[src/pkg/ssf_pkg.sv]
// Shared constants, types and format helpers for the sync serial FIFO and status block.
// Assumes a single 100 MHz clock; every pin input but the asynchronous reset is synchronised before use.
package ssf_pkg;
	// Write select held in control word 1 bits 7:6, {second, first}
	localparam logic [1:0] SEL_CTL2 = 2'h0;
	localparam logic [1:0] SEL_CTL3 = 2'h1;
	localparam logic [1:0] SEL_SYNC = 2'h2;
	localparam logic [1:0] SEL_TXQ = 2'h3;
	// Control word 1 fields
	localparam int C1_RX_RST = 0;
	localparam int C1_TX_RST = 1;
	localparam int C1_STRIP = 2;
	localparam int C1_CLR_SYNC = 3;
	localparam int C1_SEL_LSB = 6;
	// Control word 2 fields
	localparam int C2_MATCH_SEL = 0;
	localparam int C2_MATCH_INH = 1;
	localparam int C2_ONE_BYTE = 2;
	localparam int C2_WS_LSB = 3;
	localparam int C2_TX_SYNC = 6;
	// Control word 3 fields
	localparam int C3_EXT_SYNC = 0;
	localparam int C3_ONE_SYNC = 1;
	localparam int C3_CLR_SEND = 2;
	localparam int C3_CLR_UF = 3;
	// Status fields
	localparam int ST_RX_AVAIL = 0;
	localparam int ST_TX_ROOM = 1;
	localparam int ST_CARRIER = 2;
	localparam int ST_SEND = 3;
	localparam int ST_UF = 4;
	localparam int ST_OVR = 5;
	localparam int ST_PERR = 6;
	// Reset values: both section resets start asserted
	localparam logic [7:0] C1_RST = 8'h03;
	localparam logic [7:0] C2_RST = 8'h00;
	localparam logic [1:0] C3_RST = 2'h0;
	localparam logic [7:0] SYNC_RST = 8'h00;
	localparam logic [8:0] MARK_WORD = 9'h1FF;

	typedef enum logic [1:0] {ALIGN_HUNT, ALIGN_ONE, ALIGN_LOCK} ssf_align_t;

	// Format: ws[1:0] = 0/1/2 gives 6/7/8 data bits, ws[2] adds even parity
	function automatic logic [3:0] fmt_data_bits(input logic [2:0] ws);
		fmt_data_bits = (ws[1:0] == 2'h0) ? 4'h6 : ((ws[1:0] == 2'h1) ? 4'h7 : 4'h8);
	endfunction

	function automatic logic [3:0] fmt_total(input logic [2:0] ws);
		fmt_total = fmt_data_bits(ws) + {3'h0, ws[2]};
	endfunction

	function automatic logic [8:0] fmt_mask(input logic [3:0] n);
		fmt_mask = MARK_WORD >> (4'h9 - n);
	endfunction
endpackage

[src/hw/ssf_top.sv]
// Data path and status of a synchronous serial adapter: sync pattern, queues, status bits.
// Assumes an outside bit serializer that trades whole words with toggle handshakes.
//
// What this block does
// - Hold an 8-bit sync pattern for alignment, fill stripping and fill insertion.
// - Load sync pattern only on selected write with select bits second=1, first=0.
// - External sync mode skips alignment; pattern still matches and fills.
// - Host may rewrite pattern after first match; next character uses new value.
// - Match mode, not inhibited: match output high one bit time after match.
// - Sync fill carries parity only in 9-bit format; 8, 7 or 6 bits otherwise.
// - Alignment sync characters are always discarded without parity check.
// - With strip set, received pattern characters are dropped, unchecked.
// - With strip clear, pattern characters are queued and checked if parity on.
// - Receive queue: three 8-bit stages with flags, advancing on bus strobes.
// - Overrun overwrites stage one; flag holds until status read then data read, or receiver reset.
// - Unused data bits and parity position read back as zero.
// - Transmit queue: three stages; unused bits ignored; parity made internally.
// - Underflow sends pattern, recording status and pulsing output, or all ones without either.
// - Status is 8-bit read-only; reading it only arms the status-then-data read pair.
// - Receive-available: stage 3 full, or stages 2 and 3 in double mode.
// - Transmit-room: stage 1 empty, or stages 1 and 2 in double mode.
// - Transmitter reset inhibits room, empties queue, allows preloading three.
// - High send-permit inhibits room in internal sync modes only; never empties.
// - Carrier bit latches rising edge; cleared by read pair or receiver reset.
// - Send-permit bit latches rising edge; cleared by clear command or reset.
// - Byte-mode bit set means single-byte meaning, clear means double-byte.
// - Underflow status bit in fill mode; cleared by clear command or reset.
`timescale 1ns/1ps
module ssf_top (
	input wire logic clk_in,
	input wire logic rst_n_in,
	input wire logic bus_strobe_in,
	input wire logic chip_select_in,
	input wire logic register_select_in,
	input wire logic read_not_write_in,
	input wire logic [7:0] data_in,
	output logic [7:0] data_out,
	output logic data_oe_out,
	input wire logic carrier_detect_input_in,
	input wire logic send_permit_in,
	input wire logic rx_clk_in,
	input wire logic [8:0] rx_word_in,
	input wire logic rx_word_tgl_in,
	input wire logic tx_clk_in,
	input wire logic tx_req_tgl_in,
	output logic [8:0] tx_word_out,
	output logic [3:0] tx_len_out,
	output logic match_or_terminal_ready_out,
	output logic underflow_out,
	output logic rx_aligned_out
);
	logic [26:0] sy1_ff, sy2_ff;
	logic [6:0] ed_ff;
	always_ff @(posedge clk_in or negedge rst_n_in) begin
		if (!rst_n_in) begin
			sy1_ff <= '0;
			sy2_ff <= '0;
			ed_ff <= '0;
		end else begin
			sy1_ff <= {bus_strobe_in, chip_select_in, register_select_in, read_not_write_in,
				data_in, rx_clk_in, tx_clk_in, carrier_detect_input_in, send_permit_in,
				rx_word_in, rx_word_tgl_in, tx_req_tgl_in};
			sy2_ff <= sy1_ff;
			ed_ff <= {sy2_ff[26], sy2_ff[14:11], sy2_ff[1:0]};
		end
	end

	logic e_s, cs_s, regsel_s, rw_s, rxclk_s, txclk_s, car_s, cts_s;
	logic [7:0] dat_s;
	logic [8:0] rxw_s;
	assign e_s = sy2_ff[26];
	assign cs_s = sy2_ff[25];
	assign regsel_s = sy2_ff[24];
	assign rw_s = sy2_ff[23];
	assign dat_s = sy2_ff[22:15];
	assign rxclk_s = sy2_ff[14];
	assign txclk_s = sy2_ff[13];
	assign car_s = sy2_ff[12];
	assign cts_s = sy2_ff[11];
	assign rxw_s = sy2_ff[10:2];

	logic e_rise, e_fall, rxclk_fall, txclk_fall, car_rise, cts_rise, rx_ev, tx_ev;
	assign e_rise = e_s & ~ed_ff[6];
	assign e_fall = ~e_s & ed_ff[6];
	assign rxclk_fall = ~rxclk_s & ed_ff[5];
	assign txclk_fall = ~txclk_s & ed_ff[4];
	assign car_rise = car_s & ~ed_ff[3];
	assign cts_rise = cts_s & ~ed_ff[2];
	assign rx_ev = sy2_ff[1] ^ ed_ff[1];
	assign tx_ev = sy2_ff[0] ^ ed_ff[0];

	// Control and status registers
	logic [7:0] c1_ff, c2_ff, sync_ff, dout_ff, nxt_c1, nxt_c2, nxt_sync, nxt_dout;
	logic [1:0] c3_ff, nxt_c3;
	logic oe_ff, seen_ff, ovr_ff, car_lat_ff, cts_lat_ff, uf_ff;
	logic nxt_oe, nxt_seen, nxt_ovr, nxt_car_lat, nxt_cts_lat, nxt_uf;

	// Bus accesses take effect on the strobe's falling edge, when write data is settled
	logic wr, rd, wr_c1, wr_c2, wr_c3, wr_sync, wr_txq, rd_st, rd_rx, pair;
	logic [1:0] sel;
	assign sel = c1_ff[ssf_pkg::C1_SEL_LSB +: 2];
	assign wr = e_fall & cs_s & ~rw_s;
	assign rd = e_fall & cs_s & rw_s;
	assign wr_c1 = wr & ~regsel_s;
	assign wr_c2 = wr & regsel_s & (sel == ssf_pkg::SEL_CTL2);
	assign wr_c3 = wr & regsel_s & (sel == ssf_pkg::SEL_CTL3);
	assign wr_sync = wr & regsel_s & (sel == ssf_pkg::SEL_SYNC);
	assign wr_txq = wr & regsel_s & (sel == ssf_pkg::SEL_TXQ);
	assign rd_st = rd & ~regsel_s;
	assign rd_rx = rd & regsel_s;
	assign pair = rd_rx & seen_ff;

	logic rxrst, txrst, ext_sync;
	logic [2:0] ws;
	logic [3:0] dbits, total;
	logic [8:0] dmask, tmask;
	assign rxrst = c1_ff[ssf_pkg::C1_RX_RST];
	assign txrst = c1_ff[ssf_pkg::C1_TX_RST];
	assign ext_sync = c3_ff[ssf_pkg::C3_EXT_SYNC];
	assign ws = c2_ff[ssf_pkg::C2_WS_LSB +: 3];
	assign dbits = ssf_pkg::fmt_data_bits(ws);
	assign total = ssf_pkg::fmt_total(ws);
	assign dmask = ssf_pkg::fmt_mask(dbits);
	assign tmask = ssf_pkg::fmt_mask(total);

	// Receive side word decode
	ssf_pkg::ssf_align_t align_ff, nxt_align;
	logic match, rx_keep, rx_perr, ovr_set;
	logic [8:0] smask;
	logic [2:0] rx_full, tx_full;
	logic [8:0] rx_head;
	logic [7:0] tx_head;
	// Pattern compares on its own width: 8 bits in 9-bit format, else the whole word
	assign smask = (total == 4'h9) ? ssf_pkg::fmt_mask(4'h8) : tmask;
	assign match = ((rxw_s ^ {1'b0, sync_ff}) & smask) == 9'h000;
	assign rx_keep = rx_ev & ~rxrst & (align_ff == ssf_pkg::ALIGN_LOCK)
		& ~(c1_ff[ssf_pkg::C1_STRIP] & match);
	// even parity over data and parity bit
	assign rx_perr = ws[2] & (^(rxw_s & tmask));
	// overrun only if the full first stage cannot move on in this cycle
	assign ovr_set = rx_keep & rx_full[0] & ~(e_fall & ~rx_full[1]);

	ssf_fifo3 #(.W(9)) u_rxq (
		.clk_in(clk_in),
		.rst_n_in(rst_n_in),
		.clear_in(rxrst),
		.shift_in(e_fall),
		.load_in(rx_keep),
		.load_data_in({rx_perr, rxw_s[7:0] & dmask[7:0]}),
		.pop_in(rd_rx),
		.full_out(rx_full),
		.head_out(rx_head)
	);

	// Transmit side service
	logic tx_serve, tx_pop, uf_ev, uf_set, tx_par;
	assign tx_serve = tx_ev & ~txrst;
	assign tx_pop = tx_serve & tx_full[2];
	assign uf_ev = tx_serve & ~tx_full[2];
	assign uf_set = uf_ev & c2_ff[ssf_pkg::C2_TX_SYNC];
	assign tx_par = ^(tx_head & dmask[7:0]);

	ssf_fifo3 #(.W(8)) u_txq (
		.clk_in(clk_in),
		.rst_n_in(rst_n_in),
		.clear_in(wr_c1 & dat_s[ssf_pkg::C1_TX_RST]),
		.shift_in(e_fall),
		.load_in(wr_txq),
		.load_data_in(dat_s),
		.pop_in(tx_pop),
		.full_out(tx_full),
		.head_out(tx_head)
	);

	// status is a pure function of state
	logic [7:0] status_v;
	logic one_byte, rx_avail, tx_room;
	assign one_byte = c2_ff[ssf_pkg::C2_ONE_BYTE];
	assign rx_avail = one_byte ? rx_full[2] : (rx_full[2] & rx_full[1]);
	assign tx_room = ~txrst & ~(cts_s & ~ext_sync)
		& (one_byte ? ~tx_full[0] : ~(tx_full[0] | tx_full[1]));
	always_comb begin
		status_v = 8'h00;
		status_v[ssf_pkg::ST_RX_AVAIL] = rx_avail;
		status_v[ssf_pkg::ST_TX_ROOM] = tx_room;
		status_v[ssf_pkg::ST_CARRIER] = car_lat_ff | car_s;
		status_v[ssf_pkg::ST_SEND] = cts_lat_ff | cts_s;
		status_v[ssf_pkg::ST_UF] = uf_ff;
		status_v[ssf_pkg::ST_OVR] = ovr_ff;
		status_v[ssf_pkg::ST_PERR] = rx_full[2] & rx_head[8];
	end

	always_comb begin
		nxt_c1 = wr_c1 ? dat_s : c1_ff;
		nxt_c2 = wr_c2 ? dat_s : c2_ff;
		nxt_c3 = wr_c3 ? dat_s[1:0] : c3_ff;
		nxt_sync = wr_sync ? dat_s : sync_ff;
		nxt_dout = dout_ff;
		nxt_oe = oe_ff;
		if (e_rise && cs_s && rw_s) begin
			// short words read with zeros above
			nxt_dout = regsel_s ? (rx_head[7:0] & dmask[7:0]) : status_v;
			nxt_oe = 1'b1;
		end else if (e_fall) begin
			nxt_oe = 1'b0;
		end
		nxt_seen = rd_st | (seen_ff & ~rd_rx);
		nxt_ovr = ovr_set | (ovr_ff & ~pair & ~rxrst);
		nxt_car_lat = car_rise | (car_lat_ff & ~pair & ~rxrst);
		nxt_cts_lat = cts_rise
			| (cts_lat_ff & ~(wr_c3 & dat_s[ssf_pkg::C3_CLR_SEND]) & ~txrst);
		nxt_uf = uf_set | (uf_ff & ~(wr_c3 & dat_s[ssf_pkg::C3_CLR_UF]) & ~txrst);
	end

	always_ff @(posedge clk_in or negedge rst_n_in) begin
		if (!rst_n_in) begin
			c1_ff <= ssf_pkg::C1_RST;
			c2_ff <= ssf_pkg::C2_RST;
			c3_ff <= ssf_pkg::C3_RST;
			sync_ff <= ssf_pkg::SYNC_RST;
			dout_ff <= 8'h00;
			oe_ff <= 1'b0;
			seen_ff <= 1'b0;
			ovr_ff <= 1'b0;
			car_lat_ff <= 1'b0;
			cts_lat_ff <= 1'b0;
			uf_ff <= 1'b0;
		end else begin
			c1_ff <= nxt_c1;
			c2_ff <= nxt_c2;
			c3_ff <= nxt_c3;
			sync_ff <= nxt_sync;
			dout_ff <= nxt_dout;
			oe_ff <= nxt_oe;
			seen_ff <= nxt_seen;
			ovr_ff <= nxt_ovr;
			car_lat_ff <= nxt_car_lat;
			cts_lat_ff <= nxt_cts_lat;
			uf_ff <= nxt_uf;
		end
	end

	// Receive alignment and match output
	logic match_ff, mtr_ff, aligned_ff, nxt_match, nxt_mtr, nxt_aligned;
	always_comb begin
		nxt_align = align_ff;
		if (rxrst || c1_ff[ssf_pkg::C1_CLR_SYNC]) begin
			nxt_align = ssf_pkg::ALIGN_HUNT;
		end else if (ext_sync) begin
			nxt_align = ssf_pkg::ALIGN_LOCK;
		end else if (rx_ev) begin
			// one or two pattern words align
			case (align_ff)
				ssf_pkg::ALIGN_HUNT: begin
					if (match) begin
						nxt_align = c3_ff[ssf_pkg::C3_ONE_SYNC] ? ssf_pkg::ALIGN_LOCK
							: ssf_pkg::ALIGN_ONE;
					end
				end
				ssf_pkg::ALIGN_ONE: begin
					nxt_align = match ? ssf_pkg::ALIGN_LOCK : ssf_pkg::ALIGN_HUNT;
				end
				default: begin
					nxt_align = ssf_pkg::ALIGN_LOCK;
				end
			endcase
		end
		// one bit time: held from the word edge to the next falling bit clock
		nxt_match = (rx_ev & match) | (match_ff & ~rxclk_fall);
		nxt_mtr = c2_ff[ssf_pkg::C2_MATCH_SEL] ? (nxt_match & ~c2_ff[ssf_pkg::C2_MATCH_INH])
			: ~c2_ff[ssf_pkg::C2_MATCH_INH];
		nxt_aligned = nxt_align == ssf_pkg::ALIGN_LOCK;
	end

	always_ff @(posedge clk_in or negedge rst_n_in) begin
		if (!rst_n_in) begin
			align_ff <= ssf_pkg::ALIGN_HUNT;
			match_ff <= 1'b0;
			mtr_ff <= 1'b0;
			aligned_ff <= 1'b0;
		end else begin
			align_ff <= nxt_align;
			match_ff <= nxt_match;
			mtr_ff <= nxt_mtr;
			aligned_ff <= nxt_aligned;
		end
	end

	// Transmit word and underflow pulse
	logic [8:0] txw_ff, nxt_txw;
	logic [3:0] txl_ff, nxt_txl;
	logic ufo_ff, nxt_ufo;
	always_comb begin
		nxt_txw = txw_ff;
		nxt_txl = txl_ff;
		if (tx_pop) begin
			// parity generated here, placed after data
			nxt_txw = {1'b0, tx_head & dmask[7:0]} | ({8'h00, tx_par & ws[2]} << dbits);
			nxt_txl = total;
		end else if (uf_ev) begin
			nxt_txl = total;
			if (c2_ff[ssf_pkg::C2_TX_SYNC]) begin
				// fill parity only in 9-bit format
				nxt_txw = (total == 4'h9) ? {^sync_ff, sync_ff} : ({1'b0, sync_ff} & tmask);
			end else begin
				nxt_txw = tmask;
			end
		end
		// roughly one transmit clock high period
		nxt_ufo = uf_set | (ufo_ff & ~txclk_fall);
	end

	always_ff @(posedge clk_in or negedge rst_n_in) begin
		if (!rst_n_in) begin
			txw_ff <= ssf_pkg::MARK_WORD;
			txl_ff <= 4'h0;
			ufo_ff <= 1'b0;
		end else begin
			txw_ff <= nxt_txw;
			txl_ff <= nxt_txl;
			ufo_ff <= nxt_ufo;
		end
	end

	assign data_out = dout_ff;
	assign data_oe_out = oe_ff;
	assign tx_word_out = txw_ff;
	assign tx_len_out = txl_ff;
	assign match_or_terminal_ready_out = mtr_ff;
	assign underflow_out = ufo_ff;
	assign rx_aligned_out = aligned_ff;
endmodule

[src/hw/ssf_fifo3.sv]
// Three-stage queue: stage 0 is filled, stage 2 is the head.
// Advances one step per strobe; a load into a full stage 0 overwrites it.
`timescale 1ns/1ps
module ssf_fifo3 #(
	parameter int W = 8
) (
	input wire logic clk_in,
	input wire logic rst_n_in,
	input wire logic clear_in,
	input wire logic shift_in,
	input wire logic load_in,
	input wire logic [W-1:0] load_data_in,
	input wire logic pop_in,
	output logic [2:0] full_out,
	output logic [W-1:0] head_out
);
	logic [W-1:0] dat_ff [3];
	logic [W-1:0] nxt_dat [3];
	logic [2:0] full_ff, nxt_full;

	always_comb begin
		nxt_dat = dat_ff;
		nxt_full = full_ff;
		// Moves judged on old flags, so a word moves one stage per strobe
		if (shift_in && full_ff[1] && !full_ff[2]) begin
			nxt_dat[2] = dat_ff[1];
			nxt_full[2] = 1'b1;
			nxt_full[1] = 1'b0;
		end
		if (shift_in && full_ff[0] && !full_ff[1]) begin
			nxt_dat[1] = dat_ff[0];
			nxt_full[1] = 1'b1;
			nxt_full[0] = 1'b0;
		end
		if (pop_in) begin
			nxt_full[2] = 1'b0;
		end
		if (load_in) begin
			nxt_dat[0] = load_data_in;
			nxt_full[0] = 1'b1;
		end
		if (clear_in) begin
			nxt_full = 3'h0;
		end
	end

	always_ff @(posedge clk_in or negedge rst_n_in) begin
		if (!rst_n_in) begin
			dat_ff <= '{default: '0};
			full_ff <= 3'h0;
		end else begin
			dat_ff <= nxt_dat;
			full_ff <= nxt_full;
		end
	end

	assign full_out = full_ff;
	assign head_out = dat_ff[2];
endmodule

[config.mk]
export PLATFORM = sky130hd
export DESIGN_NAME = ssf_top
export DESIGN_NICKNAME = d
export VERILOG_FILES = /design/src/pkg/ssf_pkg.sv /design/src/hw/ssf_top.sv /design/src/hw/ssf_fifo3.sv
export SDC_FILE = /design/constraint.sdc
export NUM_CORES = 1
export LEC_CHECK = 0
export ABC_AREA = 1
export BUFFER_PORTS_ARGS = -buffer_cell sky130_fd_sc_hd__buf_2
export CORE_UTILIZATION = 55
export CTS_CLUSTER_SIZE = 14
export DETAILED_ROUTE_END_ITERATION = 16
export PLACE_DENSITY = 0.78
export RECOVER_POWER = 100
export SYNTH_ARGS = -nofsm -noshare
export SYNTH_HDL_FRONTEND = slang
export SYNTH_HIERARCHICAL = 1
export SYNTH_SLANG_ARGS = --single-unit
[constraint.sdc]
create_clock -name clk_in -period 3.5 [get_ports clk_in]
set_input_delay 0.525 -clock clk_in [delete_from_list [all_inputs] [get_ports clk_in]]
set_output_delay 0.525 -clock clk_in [all_outputs]
set_load 0.02 [all_outputs]
---- Word-level counts from Yosys, hierarchy flattened ----
Index checks and enable logic that the tools add are counted.
storage, ports and cells
  memories kept ........................... 0
  logic and storage cells ................. 206
  register bits ........................... 176
  bits of input ports ..................... 29
  bits in read-only memories .............. 0
  latch bits .............................. 0
  output and inout bits ................... 25
  RAM bits ................................ 0
cells by class
  bitwise logic cells ..................... 97
  reduce and logical (&&, ||, !) cells .... 30
  shift-type cells ........................ 3
  multiply operators ...................... 0
  equal/unequal tests ..................... 8
  multiplexer cells ....................... 32
  div/mod/pow operators ................... 0
  add/sub/neg operators ................... 3
  magnitude comparators ................... 0
operator list
  operator               count
  $and A1 B1 Y1          52
  $mux W9                5
  $not A1 Y1             25
  $and A8 B8 Y8          3
  $mux W2                10
  $and A9 B9 Y9          2
  $reduce_bool A3 Y1     6
  $mux W4                4
  $reduce_xor A8 Y1      2
  $logic_and A1 B1 Y1    10
  $or A1 B1 Y1           10
  $and A8 B9 Y9          1
  $logic_not A9 Y1       1
  $mux W1                9
  $or A8 B9 Y9           1
  $reduce_xor A9 Y1      1
  $shl A1 B4 Y9          1
  $shr A9 B4 Y8 const A  1
  $shr A9 B4 Y9 const A  1
  $xor A9 B8 Y9          1
  $eq A2 B2 Y1 const B   4
  $mux W8                1
  $sub A4 B4 Y4 const A  2
  $eq A2 B1 Y1 const B   3
  other kinds (9)        17

---- Depth between registers and ports, before layout ----
  depth after elaboration ................. 15
  depth in mapped cells ................... 16
  mapped depth without buffers ............ 15

---- Modules after synthesis ----
The synthesis kept the hierarchy.
modules (own cells, without submodules)
  module             area each (µm²)  seq. area each (µm²)  times used  cells an instance
  ssf_top            4589.4           2916.5                1           460
  ssf_fifo3 (u_rxq)  1313.8           750.7                 1           132
  ssf_fifo3 (u_txq)  1198.6           675.6                 1           120

---- Worst setup path after synthesis ----
No wires, ideal clock.
  path kind ............................... reg2reg
  start ................................... reg c2_ff[4]
  end ..................................... reg u_rxq.full_ff[0] (netlist: u_rxq/full_out[0])
  data required time ...................... 3.382 ns
  setup slack ............................. 1.368 ns
  cell stages (with the launch flop) ...... 16
  buffers on the path ..................... 2
  data arrival time ....................... 2.015 ns
  cell sequence ........................... dfrtp_1 -> buf_6 -> nor2_1 -> ha_1 -> inv_1 -> nand2_1 -> ha_1 -> a21oi_1 -> nand4_1 -> nand4_1 -> nand2_1 -> inv_1 -> clkbuf_1 -> nor2_1 -> nand3_1 -> nand2_1
between the ends
  word-level cells in the longest chain between the ends .. 14
ends and longest elaborated chain
  what                    RTL line         text
  start, declared         ssf_top.sv:93    logic [7:0] c1_ff, c2_ff, sync_ff, dout_ff, nxt_c1, nxt_c2, nxt_sync, nxt_dout;
  start signal, assigned  ssf_top.sv:218   c2_ff <= ssf_pkg::C2_RST;
  start signal, assigned  ssf_top.sv:230   c2_ff <= nxt_c2;
  $eq A2 B1 Y1            ssf_pkg.sv:45    fmt_data_bits = (ws[1:0] == 2'h0) ? 4'h6 : ((ws[1:0] == 2'h1) ? 4'h7 : 4'h8);
  $mux W4                 ssf_pkg.sv:45
  $mux W4 (*)             ssf_pkg.sv:45
  $add A4 B1 Y4 (*)       ssf_pkg.sv:49    fmt_total = fmt_data_bits(ws) + {3'h0, ws[2]};
  $sub A4 B4 Y4           ssf_pkg.sv:53    fmt_mask = MARK_WORD >> (4'h9 - n);
  $shr A9 B4 Y9           ssf_pkg.sv:53
  $mux W9 (*)             ssf_top.sv:134   assign smask = (total == 4'h9) ? ssf_pkg::fmt_mask(4'h8) : tmask;
  $and A9 B9 Y9 (*)       ssf_top.sv:135   assign match = ((rxw_s ^ {1'b0, sync_ff}) & smask) == 9'h000;
  $logic_not A9 Y1 (*)    ssf_top.sv:135
  $and A1 B1 Y1 (*)       ssf_top.sv:137   & ~(c1_ff[ssf_pkg::C1_STRIP] & match);
  $not A1 Y1 (*)          ssf_top.sv:137
  $and A1 B1 Y1 (*)       ssf_top.sv:137
  net rx_keep             ssf_top.sv:128   logic match, rx_keep, rx_perr, ovr_set;
  $mux W1                 ssf_fifo3.sv:38  if (load_in) begin
  $mux W3                 ssf_fifo3.sv:42  if (clear_in) begin
  end signal, assigned    ssf_fifo3.sv:53  full_ff <= nxt_full;
  end, declared           ssf_fifo3.sv:19  logic [2:0] full_ff, nxt_full;
Mark *: on every way through the listed nets, which the timed path passes. The rest lies on a longest branch.
A chain may end at the register's enable or synchronous reset.

---- Worst setup path after layout ----
  start ................................... reg sy2_ff[24]
  end ..................................... reg u_txq.full_ff[0] (netlist: u_txq/full_out[0])
between the ends
  word-level cells in the longest chain between the ends .. 4
ends and longest elaborated chain
  what                             RTL line         text
  start, declared                  ssf_top.sv:52    logic [26:0] sy1_ff, sy2_ff;
  start signal, assigned           ssf_top.sv:63    sy2_ff <= sy1_ff;
  $and A1 B1 Y1 (*) (2 in series)  ssf_top.sv:108   assign wr_txq = wr & regsel_s & (sel == ssf_pkg::SEL_TXQ);
  net wr_txq                       ssf_top.sv:99    logic wr, rd, wr_c1, wr_c2, wr_c3, wr_sync, wr_txq, rd_st, rd_rx, pair;
  $mux W1                          ssf_fifo3.sv:38
  $mux W3                          ssf_fifo3.sv:42
  end signal, assigned             ssf_fifo3.sv:53
  end, declared                    ssf_fifo3.sv:19
Marks and branches as above.

==> impl_metrics.ini <==
[status]
outcome = finished, violations left
violations = capacitance limit, slew limit

[critical_path]
cp_max_fo = 18
slowest_delay_ps = 570
r2r_start = sy2_ff[24]
cp_slowest_cell = dfrtp_1
rr_worst_depth = 8
path_delay_family = buffers and inverters
crit_required_ps = 3810
cp-endpoint = u_txq/full_out[0]
reg2reg_slack_ps = 600
crit_path_end_kind = flip-flop
start_kind = flip-flop
r2r-end = u_txq/full_out[0]
crit_top_cell = nor2_1
cp_num_buf_inv = 3
crit_chain = clkinvlp_2 -> nor4_1 -> clkinv_1 -> nor2_1 -> clkbuf_1 -> nor2_1 -> nand3_1 -> nand2_1
critPathLaunch = sy2_ff[24]
path_depth = 8
path_class = flip-flop to flip-flop
cp_data_arrival_time_ps = 3210

[yosys]
yosys_warnings = 6
avgSynthCellArea_um2 = 9.974
synthArstFlopShare = 1.000
netlist_area_um2 = 7102
synth-seq-cells = 173
synth_ff_type = dfrtp_1
synthDistinctLibCells = 36
synth_nets = 743
ys_seq_area_frac = 0.6115
synth_cells = 712
synth_edf_count = 0

[sta]
setup_viol = 0
max_freq_mhz = 344.9
fin_crit_sh = 0.8285
setup_tns_ps = 0
worstMarginPinSlew_ps = 2139
post-route-min-period_ps = 2900
drv_slew = 88
fin_skew_ps = 7.071
grt_setup_unrepaired = false
setup_ws_ps = 600.3
hold_viol = 0
slew_headroom = -0.4257

[cts]
ctsResizeCount = 0
cts_buffers = 17
clock_path_buffers = 2
clock_sinks = 173
path_clk_slew_ps = 60
postCtsSetupRepairBufs = 0
cts_root_buf = clkbuf_16
clk_latency_ps = 430
holdBufCountCts = 0
htree_levels = 4
cts_tree = built

[detailed_routing]
drtAntennaViolNets = 0
first_pass_iters = 5
route.detailed.drc = 0
drt_iter0_markers = 231
drt_wl_total_um = 13630
vias = 4679
vias_per_cell = 5.010
wl_per_cell_um = 14.59

[power_and_ir_drop]
leakagePower_nw = 3.622
power.density_nw_per_um2 = 705.7
ir_drop_uv = 477.0
total_power_mw = 5.429

[global_routing]
antenna_found_initial = 0
grt_max_degree = 88
track_usage = 0.2315
grt_pass1_vias = 4726
grt_pass1_wl_um = 22760
grt_overflow = 0

[finish]
layout_common_cells = nand2_1, dfrtp_1, inv_1, o21ai_0, nor2_1
drive_gt1_frac = 0.1063
num_antenna_cells = 0
area_delta_synth_final_pct = 8.333
layout_commonest_cell = nand2_1
register_area_um2 = 4343
nNetsFinal = 780
layout.cells.non_filler = 934
multiInputGateArea_um2 = 1893
fillers = 1137

[die]
die_h_um = 115.6
initial_core_util = 0.5628
num_rows = 41
dieWidth_um = 115.6
dieArea_um2 = 13370
ios = 54
coreArea_um2 = 12620

[worst_hold_path]
hp-class = input pin to flip-flop

[placed_design]
dp_cells = 902
dp_hpwl_um = 9562
dp_slack_ps = 928.8
gp_congestion = 0.8661
io_buffer_count = 53

[flow_run]
cap_violations = 1
how the worst min path moves through the flow:
stage,slack (ps),cells after the start,start,end
global placement,330,0,sy1_ff[20],sy2_ff[20]
finish,200,1,data_in[7],sy1_ff[22]
CTS,180,1,data_in[7],sy1_ff[22]
detailed placement,330,0,sy1_ff[0],sy2_ff[0]
floorplan,230,0,rst_n_in,async pin
global route,180,1,data_in[2],sy1_ff[17]
cell type report:
class | instances | area share
Sequential cell | 173 | 0.5645
Multi-Input combinational cell | 400 | 0.2461
Clock buffer | 25 | 0.06180
Inverter | 99 | 0.04846
Timing Repair Buffer | 58 | 0.03334
Tap cell | 172 | 0.02797
Clock inverter | 7 | 0.01789
flip-flops by register name, summed over array words and instances (netlist names), 2 cells and up, named ones only:
signal          cells
c2_ff               7
tx_len_out          3
u_txq/head_out      8
c1_ff               6
tx_word_out         9
u_rxq/dat_ff       18
sy1_ff             27
u_txq/dat_ff       16
u_rxq/head_out      9
sync_ff             8
u_rxq/full_out      3
sy2_ff             27
data_out            8
u_txq/full_out      3
align_ff            2
ed_ff               7
c3_ff               2
per-layer routing:
layer	wire, um	vias to the layer above	track usage
met5	0	-	0
met4	400	0	0.09915
met3	684	27	0.06799
met2	6584	136	0.3764
met1	5960	2234	0.2907
li1	-	2282	-
synthesized netlist by cell type, types with 2 or more instances:
cell type	count	area [um^2]
o21ai_2	36	315.3
buf_6	6	67.56
nand3_1	17	85.08
dfstp_2	11	289.0
nor3_4	2	32.53
xnor2_1	12	105.1
inv_2	5	18.77
o21ai_1	8	40.04
nand2_1	180	675.7
nor2_1	34	127.6
nand4_1	7	43.79
a21oi_1	14	70.07
xor2_1	10	87.58
a31oi_1	5	31.28
clkbuf_1	12	45.04
o211ai_1	3	22.52
dfrtp_1	162	4054
o22ai_1	2	12.51
nand3_4	4	70.07
nor3_1	3	15.01
o21ai_0	53	265.3
ha_1	2	25.02
buf_2	2	10.01
inv_1	92	345.3
buf_4	19	142.6
where the power goes:
part	leakage [nW]	total (mW)	internal, mW	switching (mW)
Sequential	2.17	2.56	2.34	0.224
Clock	0.295	1.95	1.23	0.719
Combinational	1.16	0.915	0.291	0.624
cell families after synthesis:
family | count (synthesis) | synth area share
XOR/XNOR | 22 | 0.02713
AO/OA/AOI/OAI | 122 | 0.1078
flip-flops | 173 | 0.6115
adder cells (fa/ha/maj) | 2 | 0.003523
multiplexers | 1 | 0.001586
buffers and inverters | 139 | 0.09249
AND/OR/NAND/NOR | 253 | 0.1559
stage by stage:
stage	util	area, um^2	hold slack [ps]
floorplan	-	7102	229.4
global placement	0.5821	7346	331.3
detailed placement	0.5821	7346	334.7
CTS	0.6307	7959	180.9
global route	0.6097	7694	175.3
finish	0.6097	7694	197.9
Power figures use the tool's default switching activity.
